**src/inc/lcr_consts.svh**
```systemverilog
// Register offsets, field positions, timing counts and no-load thresholds for the line cycle block
`ifndef LCR_CONSTS_SVH
`define LCR_CONSTS_SVH
// Register indices; byte address is four times the index
`define LCR_IDX_LINE_ENERGY 8'h03
`define LCR_IDX_WAVE_SEL 8'h0d
`define LCR_IDX_NOLOAD_MODE 8'h0e
`define LCR_IDX_ACC_MODE 8'h0f
`define LCR_IDX_HALF_CYC 8'h12
`define LCR_IDX_VAR_GAIN 8'h1e
`define LCR_IDX_VAR_OFS 8'h21
`define LCR_IDX_IRQ_EN_LO 8'hd9
`define LCR_IDX_IRQ_EN_HI 8'hdb
`define LCR_IDX_IRQ_ST_LO 8'hdc
`define LCR_IDX_IRQ_ST_HI 8'hde
`define LCR_IDX_VAR_WAVE 8'he0
// Field positions
`define LCR_BIT_CYC_DONE 2
`define LCR_BIT_WAVE_EN 5
`define LCR_BIT_VAR_SIGN 4
`define LCR_BIT_VAR_IDLE 1
`define LCR_BIT_SIGN_DIR 5
`define LCR_BIT_INTEG_EN 6
`define LCR_WAVE_SEL_VAR 8'h04
// Timing and scaling
`define LCR_ACC_PERIOD 3'd5
`define LCR_GAIN_SHIFT 12
`define LCR_OFS_FRAC 8
// No-load thresholds, fractions of a 24-bit full scale
`define LCR_THR_1 24'h000272
`define LCR_THR_2 24'h000139
`define LCR_THR_3 24'h00009b
`endif

```
**src/inc/lcr_pkg.sv**
```systemverilog
// Types shared by the line cycle and reactive power block
package lcr_pkg;
    typedef enum logic [1:0] {
        LCR_IDLE = 2'b00,
        LCR_ARM = 2'b01,
        LCR_RUN = 2'b11
    } lcr_state_t;
endpackage : lcr_pkg

```
**src/logic/lcr_core.sv**
```systemverilog
// Line cycle active energy and reactive power datapath with Wishbone registers
//
// The implementer's own choice: the Wishbone interface to the registers.
`timescale 1ns/1ps
`include "lcr_consts.svh"

module lcr_core
    import lcr_pkg::*;
#(
    parameter int DW = 24
) (
    input wire logic mclk_i,
    input wire logic resetn_i,
    input wire logic [31:0] wb_adr_i,
    input wire logic [31:0] wb_dat_i,
    output logic [31:0] wb_dat_o,
    input wire logic [3:0] wb_sel_i,
    input wire logic wb_we_i,
    input wire logic wb_cyc_i,
    input wire logic wb_stb_i,
    output logic wb_ack_o,
    input wire logic signed [DW-1:0] voltage_i,
    input wire logic signed [DW-1:0] current_shift_i,
    input wire logic signed [DW-1:0] active_power_i,
    input wire logic wave_tick_i,
    output logic integrator_en_o,
    output logic metering_interrupt_o,
    output logic signed [DW-1:0] var_wave_o,
    output logic var_wave_valid_o,
    output logic signed [DW-1:0] var_power_o,
    output logic var_accum_en_o
);

    // ************************************************
    // Registers and bus decode
    // ************************************************
    logic [7:0] wave_sel_reg;
    logic [7:0] no_load_mode_reg;
    logic [7:0] acc_mode_reg;
    logic [15:0] half_cycle_target_reg;
    logic [11:0] var_gain_reg;
    logic [15:0] var_ofs_reg;
    logic [7:0] irq_en_lo_reg;
    logic [7:0] irq_en_hi_reg;
    logic [7:0] irq_st_lo_reg;
    logic [7:0] irq_st_hi_reg;
    logic [DW-1:0] line_energy_reg;
    logic [DW-1:0] line_accum_reg;
    logic [15:0] half_count_reg;
    logic [2:0] tick_cnt_reg;
    logic v_sign_reg;
    logic v_sign_valid_reg;
    logic signed [DW-1:0] var_lpf_reg;
    logic signed [DW-1:0] var_power_reg;
    logic var_sign_reg;
    logic var_sign_valid_reg;
    logic ack_reg;
    logic [31:0] rdata_reg;
    lcr_state_t state_reg;

    logic [7:0] idx;
    logic req;
    logic wr;
    logic wr_target;
    logic acc_tick;
    logic zero_cross;
    logic cycle_done;
    logic var_sign_event;
    logic var_idle;
    logic [DW-1:0] idle_thr;
    logic [DW-1:0] var_mag;
    logic signed [2*DW-1:0] inst_var;
    logic signed [DW-1:0] inst_var_top;
    logic signed [DW+12:0] gained;
    logic signed [DW+9:0] with_ofs;
    logic signed [DW-1:0] var_next;

    assign idx = wb_adr_i[9:2];
    assign req = wb_cyc_i & wb_stb_i & ~ack_reg;
    assign wr = req & wb_we_i;
    assign wr_target = wr && idx == `LCR_IDX_HALF_CYC;

    // Ack one cycle after the request; ack drops the cycle after it is given
    always_ff @(posedge mclk_i or negedge resetn_i) begin
        if (!resetn_i) begin
            ack_reg <= 1'b0;
        end else begin
            ack_reg <= req;
        end
    end
    assign wb_ack_o = ack_reg;
    assign wb_dat_o = rdata_reg;

    // Writable configuration, byte lanes honoured; unmapped writes are ignored
    always_ff @(posedge mclk_i or negedge resetn_i) begin
        if (!resetn_i) begin
            wave_sel_reg <= 8'h00;
            no_load_mode_reg <= 8'h00;
            acc_mode_reg <= 8'h00;
            half_cycle_target_reg <= 16'hffff;
            var_gain_reg <= 12'h000;
            var_ofs_reg <= 16'h0000;
            irq_en_lo_reg <= 8'h00;
            irq_en_hi_reg <= 8'h00;
        end else if (wr) begin
            unique case (idx)
                `LCR_IDX_WAVE_SEL: if (wb_sel_i[0]) wave_sel_reg <= wb_dat_i[7:0];
                `LCR_IDX_NOLOAD_MODE: if (wb_sel_i[0]) no_load_mode_reg <= wb_dat_i[7:0];
                `LCR_IDX_ACC_MODE: if (wb_sel_i[0]) acc_mode_reg <= wb_dat_i[7:0];
                `LCR_IDX_HALF_CYC: begin
                    if (wb_sel_i[0]) half_cycle_target_reg[7:0] <= wb_dat_i[7:0];
                    if (wb_sel_i[1]) half_cycle_target_reg[15:8] <= wb_dat_i[15:8];
                end
                `LCR_IDX_VAR_GAIN: begin
                    if (wb_sel_i[0]) var_gain_reg[7:0] <= wb_dat_i[7:0];
                    if (wb_sel_i[1]) var_gain_reg[11:8] <= wb_dat_i[11:8];
                end
                `LCR_IDX_VAR_OFS: begin
                    if (wb_sel_i[0]) var_ofs_reg[7:0] <= wb_dat_i[7:0];
                    if (wb_sel_i[1]) var_ofs_reg[15:8] <= wb_dat_i[15:8];
                end
                `LCR_IDX_IRQ_EN_LO: if (wb_sel_i[0]) irq_en_lo_reg <= wb_dat_i[7:0];
                `LCR_IDX_IRQ_EN_HI: if (wb_sel_i[0]) irq_en_hi_reg <= wb_dat_i[7:0];
                default: ;
            endcase
        end
    end

    // Read mux, registered so data lines up with ack; unmapped reads give zero
    always_ff @(posedge mclk_i or negedge resetn_i) begin
        if (!resetn_i) begin
            rdata_reg <= 32'h0000_0000;
        end else if (req) begin
            unique case (idx)
                `LCR_IDX_LINE_ENERGY: rdata_reg <= {8'h00, line_energy_reg};
                `LCR_IDX_WAVE_SEL: rdata_reg <= {24'h000000, wave_sel_reg};
                `LCR_IDX_NOLOAD_MODE: rdata_reg <= {24'h000000, no_load_mode_reg};
                `LCR_IDX_ACC_MODE: rdata_reg <= {24'h000000, acc_mode_reg};
                `LCR_IDX_HALF_CYC: rdata_reg <= {16'h0000, half_cycle_target_reg};
                `LCR_IDX_VAR_GAIN: rdata_reg <= {20'h00000, var_gain_reg};
                `LCR_IDX_VAR_OFS: rdata_reg <= {16'h0000, var_ofs_reg};
                `LCR_IDX_IRQ_EN_LO: rdata_reg <= {24'h000000, irq_en_lo_reg};
                `LCR_IDX_IRQ_EN_HI: rdata_reg <= {24'h000000, irq_en_hi_reg};
                `LCR_IDX_IRQ_ST_LO: rdata_reg <= {24'h000000, irq_st_lo_reg};
                `LCR_IDX_IRQ_ST_HI: rdata_reg <= {24'h000000, irq_st_hi_reg};
                `LCR_IDX_VAR_WAVE: rdata_reg <= {8'h00, var_power_reg};
                default: rdata_reg <= 32'h0000_0000;
            endcase
        end
    end

    // ************************************************
    // Line cycle active energy
    // ************************************************

    // Accumulation strobe every five clocks, shared with the ordinary energy path
    always_ff @(posedge mclk_i or negedge resetn_i) begin
        if (!resetn_i) begin
            tick_cnt_reg <= 3'd0;
        end else if (tick_cnt_reg == `LCR_ACC_PERIOD - 3'd1) begin
            tick_cnt_reg <= 3'd0;
        end else begin
            tick_cnt_reg <= tick_cnt_reg + 3'd1;
        end
    end
    assign acc_tick = tick_cnt_reg == `LCR_ACC_PERIOD - 3'd1;

    // Voltage sign history; first sample only primes it so reset is no crossing
    always_ff @(posedge mclk_i or negedge resetn_i) begin
        if (!resetn_i) begin
            v_sign_reg <= 1'b0;
            v_sign_valid_reg <= 1'b0;
        end else begin
            v_sign_reg <= voltage_i[DW-1];
            v_sign_valid_reg <= 1'b1;
        end
    end
    assign zero_cross = v_sign_valid_reg && v_sign_reg != voltage_i[DW-1];

    assign cycle_done = state_reg == LCR_RUN && zero_cross
        && half_count_reg + 16'd1 >= half_cycle_target_reg;

    // Sequencer: a target write arms, the next crossing starts counting
    always_ff @(posedge mclk_i or negedge resetn_i) begin
        if (!resetn_i) begin
            state_reg <= LCR_ARM;
            half_count_reg <= 16'h0000;
        end else if (wr_target) begin
            state_reg <= LCR_ARM;
            half_count_reg <= 16'h0000;
        end else begin
            unique case (state_reg)
                LCR_IDLE: state_reg <= LCR_ARM;
                LCR_ARM: if (zero_cross) state_reg <= LCR_RUN;
                LCR_RUN: begin
                    if (cycle_done) begin
                        half_count_reg <= 16'h0000;
                    end else if (zero_cross) begin
                        half_count_reg <= half_count_reg + 16'd1;
                    end
                end
                default: state_reg <= LCR_ARM;
            endcase
        end
    end

    // Running sum in the active energy LSB weight; result latched at completion
    always_ff @(posedge mclk_i or negedge resetn_i) begin
        if (!resetn_i) begin
            line_accum_reg <= '0;
            line_energy_reg <= '0;
        end else if (wr_target) begin
            line_accum_reg <= '0;
            line_energy_reg <= '0;
        end else if (state_reg == LCR_ARM && zero_cross) begin
            // Window opens on the starting crossing, so every result spans equal time
            line_accum_reg <= acc_tick ? active_power_i : '0;
        end else if (cycle_done) begin
            line_energy_reg <= line_accum_reg;
            line_accum_reg <= acc_tick ? active_power_i : '0;
        end else if (state_reg == LCR_RUN && acc_tick) begin
            line_accum_reg <= line_accum_reg + active_power_i;
        end
    end

    // ************************************************
    // Reactive power
    // ************************************************
    assign integrator_en_o = acc_mode_reg[`LCR_BIT_INTEG_EN];
    // Shifted current comes from the filter; its sign flips with the integrator
    // so the product keeps one sign convention for either setting
    assign inst_var = integrator_en_o ? -(voltage_i * current_shift_i)
                                      : voltage_i * current_shift_i;
    assign inst_var_top = inst_var[2*DW-2 -: DW];

    // Gain, then offset with eight fraction bits
    assign gained = (inst_var_top * $signed({1'b0, 13'h1000}))
        + (inst_var_top * $signed(var_gain_reg));
    assign with_ofs = $signed(gained[DW+12:`LCR_GAIN_SHIFT - `LCR_OFS_FRAC])
        + $signed({{(DW-6){var_ofs_reg[15]}}, var_ofs_reg});
    assign var_next = with_ofs[DW+7:`LCR_OFS_FRAC];

    // First-order low-pass extracting the dc term; the tap is a fixed trade
    // of ripple against settling time
    always_ff @(posedge mclk_i or negedge resetn_i) begin
        if (!resetn_i) begin
            var_lpf_reg <= '0;
            var_power_reg <= '0;
        end else if (acc_tick) begin
            var_lpf_reg <= var_lpf_reg + ((var_next - var_lpf_reg) >>> 4);
            var_power_reg <= var_lpf_reg;
        end
    end
    assign var_power_o = var_power_reg;

    // Waveform samples at the externally set rate when selected and enabled
    always_ff @(posedge mclk_i or negedge resetn_i) begin
        if (!resetn_i) begin
            var_wave_o <= '0;
            var_wave_valid_o <= 1'b0;
        end else begin
            var_wave_valid_o <= 1'b0;
            if (wave_tick_i && wave_sel_reg == `LCR_WAVE_SEL_VAR
                && irq_en_hi_reg[`LCR_BIT_WAVE_EN]) begin
                var_wave_o <= var_power_reg;
                var_wave_valid_o <= 1'b1;
            end
        end
    end

    // Sign tracking on each filtered sample
    always_ff @(posedge mclk_i or negedge resetn_i) begin
        if (!resetn_i) begin
            var_sign_reg <= 1'b0;
            var_sign_valid_reg <= 1'b0;
        end else if (acc_tick) begin
            var_sign_reg <= var_power_reg[DW-1];
            var_sign_valid_reg <= 1'b1;
        end
    end
    assign var_sign_event = acc_tick && var_sign_valid_reg
        && (acc_mode_reg[`LCR_BIT_SIGN_DIR]
            ? (var_sign_reg && !var_power_reg[DW-1])
            : (!var_sign_reg && var_power_reg[DW-1]));

    // No-load compare on multiplier magnitude
    assign var_mag = inst_var_top[DW-1] ? -inst_var_top : inst_var_top;
    always_comb begin
        unique case (no_load_mode_reg[3:2])
            2'b01: idle_thr = `LCR_THR_1;
            2'b10: idle_thr = `LCR_THR_2;
            2'b11: idle_thr = `LCR_THR_3;
            default: idle_thr = '0;
        endcase
    end
    assign var_idle = no_load_mode_reg[3:2] != 2'b00 && var_mag < idle_thr;
    assign var_accum_en_o = ~var_idle;

    // ************************************************
    // Status flags and interrupt
    // ************************************************

    // Write one to clear; a set in the same cycle wins
    always_ff @(posedge mclk_i or negedge resetn_i) begin
        if (!resetn_i) begin
            irq_st_lo_reg <= 8'h00;
            irq_st_hi_reg <= 8'h00;
        end else begin
            if (wr && idx == `LCR_IDX_IRQ_ST_LO && wb_sel_i[0]) begin
                irq_st_lo_reg <= irq_st_lo_reg & ~wb_dat_i[7:0];
            end
            if (wr && idx == `LCR_IDX_IRQ_ST_HI && wb_sel_i[0]) begin
                irq_st_hi_reg <= irq_st_hi_reg & ~wb_dat_i[7:0];
            end
            if (var_sign_event) irq_st_lo_reg[`LCR_BIT_VAR_SIGN] <= 1'b1;
            if (var_idle) irq_st_lo_reg[`LCR_BIT_VAR_IDLE] <= 1'b1;
            if (cycle_done) irq_st_hi_reg[`LCR_BIT_CYC_DONE] <= 1'b1;
        end
    end

    // Level output, held until the enabled flag is cleared
    assign metering_interrupt_o = |(irq_st_lo_reg & irq_en_lo_reg
        & 8'h12) | |(irq_st_hi_reg & irq_en_hi_reg & 8'h04);

endmodule : lcr_core

```
**config.mk**
```make
export PLATFORM = sky130hd
export DESIGN_NAME = lcr_core
export DESIGN_NICKNAME = d
export VERILOG_FILES = /design/src/inc/lcr_pkg.sv /design/src/logic/lcr_core.sv
export VERILOG_INCLUDE_DIRS = /design/src /design/src/inc
export SDC_FILE = /design/constraint.sdc
export NUM_CORES = 2
export LEC_CHECK = 0
export ABC_AREA = 0
export BUFFER_PORTS_ARGS = -buffer_cell sky130_fd_sc_hd__buf_4
export CORE_UTILIZATION = 46
export DETAILED_ROUTE_END_ITERATION = 12
export SLEW_MARGIN = 20
export SYNTH_ARGS = -nofsm -noshare
export SYNTH_HDL_FRONTEND = slang
export SYNTH_SLANG_ARGS = --single-unit
```
**constraint.sdc**
```tcl
create_clock -name mclk_i -period 42.6 [get_ports mclk_i]
set_input_delay 6.39 -clock mclk_i [delete_from_list [all_inputs] [get_ports mclk_i]]
set_output_delay 6.39 -clock mclk_i [all_outputs]
set_load 0.02 [all_outputs]
```
==> results_dict.tcl <==
set metrics [dict create \
    pin_count_of_the_biggest_net_entering_global_routing 171 \
    dieHeight_um 327 \
    synth_top_cells_by_area "sky130_fd_sc_hd__fa_1 36%, sky130_fd_sc_hd__dfrtp_1 13%, sky130_fd_sc_hd__ha_1 8.4%" \
    timing_worst_slew_pin_value_ns 1.15 \
    synth-seq-area-share_pct 13.9 \
    post_route_cells_drive_above_1_share_pct 8.31 \
    synth_top_cell_area_share_pct 36.3 \
    post_synth_inst_count 5317 \
    vias_per_cell 5.39 \
    cts_inserted_buffers 30 \
    run_status "finished, final reports clean" \
    post-synth-top-area-cell "sky130_fd_sc_hd__fa_1" \
    syn_avg_cell_area_um2 9.15 \
    coreArea_um2 104000 \
    worst_slew_margin_rel_pct 22.8 \
    clk_path_buf_depth 3 \
    first_global_vias 38500 \
    die_area_um2 107000 \
    maxSlewViolCount 0 \
    synth.mux.area_fraction_pct 2.64 \
    postRouteWirelength_mm 125 \
    ys_dominant_reg_cell "sky130_fd_sc_hd__dfrtp_1" \
    synth_top_family_by_area "adder cells" \
    cts_setup_buffers 0 \
    hold_violations 0 \
    cts.root.buffer_cell "sky130_fd_sc_hd__clkbuf_16" \
    synth_xor_area_share_pct 3.74 \
    cts.sinks 270 \
    initial_utilization_pct 46.7 \
    hold_buffers 0 \
    synth.cell_area_um2 48700 \
    final_antenna_net_count 0 \
    layout.nets 6670 \
    crit_path_max_fanout 24 \
    timing.critical_path.slowest_stage_cell "sky130_fd_sc_hd__o41ai_1" \
    total_of_flip_flops_plus_latches_after_synthesis 270 \
    area_growth_syn_to_layout_pct 7.39 \
    synthesis.yosys.warnings 0 \
    clkTransAtPathRegs_ns 0.07 \
    ioPinCount 231 \
    layout.cells.most_common "sky130_fd_sc_hd__inv_1" \
    dpl-instance-area_um2 51200 \
    critPathRequiredTime_ns 43.01 \
    post_route_fraction_of_the_period_consumed_by_the_critical_path_pct 60.2 \
    finalInstanceArea_um2 52200 \
    htree_num_levels 1 \
    gp_routability_congestion 0.863 \
    chip_width_um 327 \
    setup_repair_after_global_routing_missed_its_margin "no" \
    final_period_minus_worst_setup_slack_ns 25.64 \
    grt_pass1_wl_mm 210 \
    clock_insertion_delay_worst_skew_ns 0.57 \
    number_of_antenna_violations_at_the_first_check_in_global_routing 4 \
    grt-ovfl-total 0 \
    fp-row-count 118 \
    fmax_ghz 0.0390 \
    critical_path_class "input port to register" \
    antenna_cells 0 \
    timing.setup.tns_ns 0 \
    reg_to_reg_slack_setup_ns 29.16 \
    most-common-layout-cells "925 x sky130_fd_sc_hd__inv_1, 883 x sky130_fd_sc_hd__fa_1, 723 x sky130_fd_sc_hd__nand2_1" \
    finClkSkew_ns 0.0183 \
    timing.hold.worst.class "register to register" \
    utilization_pct 50.1 \
    finalHoldWorstSlack_ns 0.465 \
    crit_top_cell "sky130_fd_sc_hd__fa_1" \
    ys_types 90 \
    portBuffers 180 \
    setup_viol_count_final 0 \
    cp_data_arrival_time_ns 26.05 \
    synthSimpleGateAreaFrac_pct 16.4 \
    critPathCaptureType "register" \
    yosys.area_share.adder_pct 44.7 \
    avgRoutedWirePerCell_um 18.6 \
    critical-path-max-stage-delay_ns 0.69 \
    tritoncts "done" \
    worst_setup_path_start_kind "input port" \
    synth-compound-area-share_pct 9.31 \
    via_count 36200 \
    synth_enable_flop_cells 0 \
    maxCapViolations 0 \
    firstDrtPassIters 7 \
    cells_resized_by_post_cts_repair 0 \
    globalRouteTotalUtil_pct 24.4 \
    asyncSetResetFlopFracSynth_pct 100 \
    drc_errors 0 \
    dpl.hpwl_mm 99.0 \
    dr.first_iter.drc_count 2191 \
]
through the flow:
| step | setup WS [ns] | std cells |
|---|---|---|
| finish | 16.96 | 6720 |
| global route | 15.62 | 6720 |
| CTS | 17.01 | 6720 |
| detailed placement | 16.55 | 6664 |
| global placement | 16.69 | 6664 |
| floorplan | 18.89 | 5324 |
path summary, 6_finish.rpt:
check                                start              end  cells after the start
hold / removal             tick_cnt_reg[0]  tick_cnt_reg[0]                      1
min in group asynchronous         resetn_i  var_lpf_reg[16]                      1
setup / recovery             voltage_i[16]  var_lpf_reg[22]                     69
max in group asynchronous         resetn_i  var_gain_reg[3]                      2
hold reg to reg            tick_cnt_reg[0]  tick_cnt_reg[0]                      1
setup reg to reg           acc_mode_reg[6]  var_lpf_reg[22]                     49
metal layers:
metal | up-vias | wire [um] | GRT usage, %
li1 | 16700 | - | -
met1 | 18500 | 55700 | 34.4
met2 | 916 | 60100 | 41.1
met3 | 159 | 6490 | 2.18
met4 | 4 | 2630 | 4.92
met5 | - | 27 | 0
kinds of logic after synthesis:
family                     count (synthesis)
AOI/OAI and AO/OA                        687
xor gates and xnor gates                 204
adders and majority gates               1208
buffers and inverters                   1188
DFF                                      270
muxes                                    117
other                                      2
and+or+nand+nor                         1641
critical path: cells and delay by family:
family / cells / cell delay (ns)
buf+inv: 7 / 0.74
simple gates: 19 / 4.21
xor+xnor: 5 / 1.20
fa+ha+maj: 17 / 7.57
compound gates: 21 / 5.91
cell type report:
type / count / area (um^2)
flip-flops and latches: 270 / 6780
well taps: 1380 / 1730
clock buffers: 38 / 842
repair buffers: 220 / 1670
multi-input cells: 3866 / 37500
inverters: 928 / 3480
clock inverters: 18 / 229
fillers: 9936 / 52000
synthesized netlist by cell type, drive strengths merged, types with 92 or more instances:
cell      n
a21oi   167
and2    428
clkbuf  228
dfrtp   254
fa      883
ha      325
inv     927
mux2     92
nand2   724
nor2    160
o21ai   181
xnor2   140
Power is not shown: default switching activity piles up to over one toggle a cycle in this logic, so the estimate is an artifact.
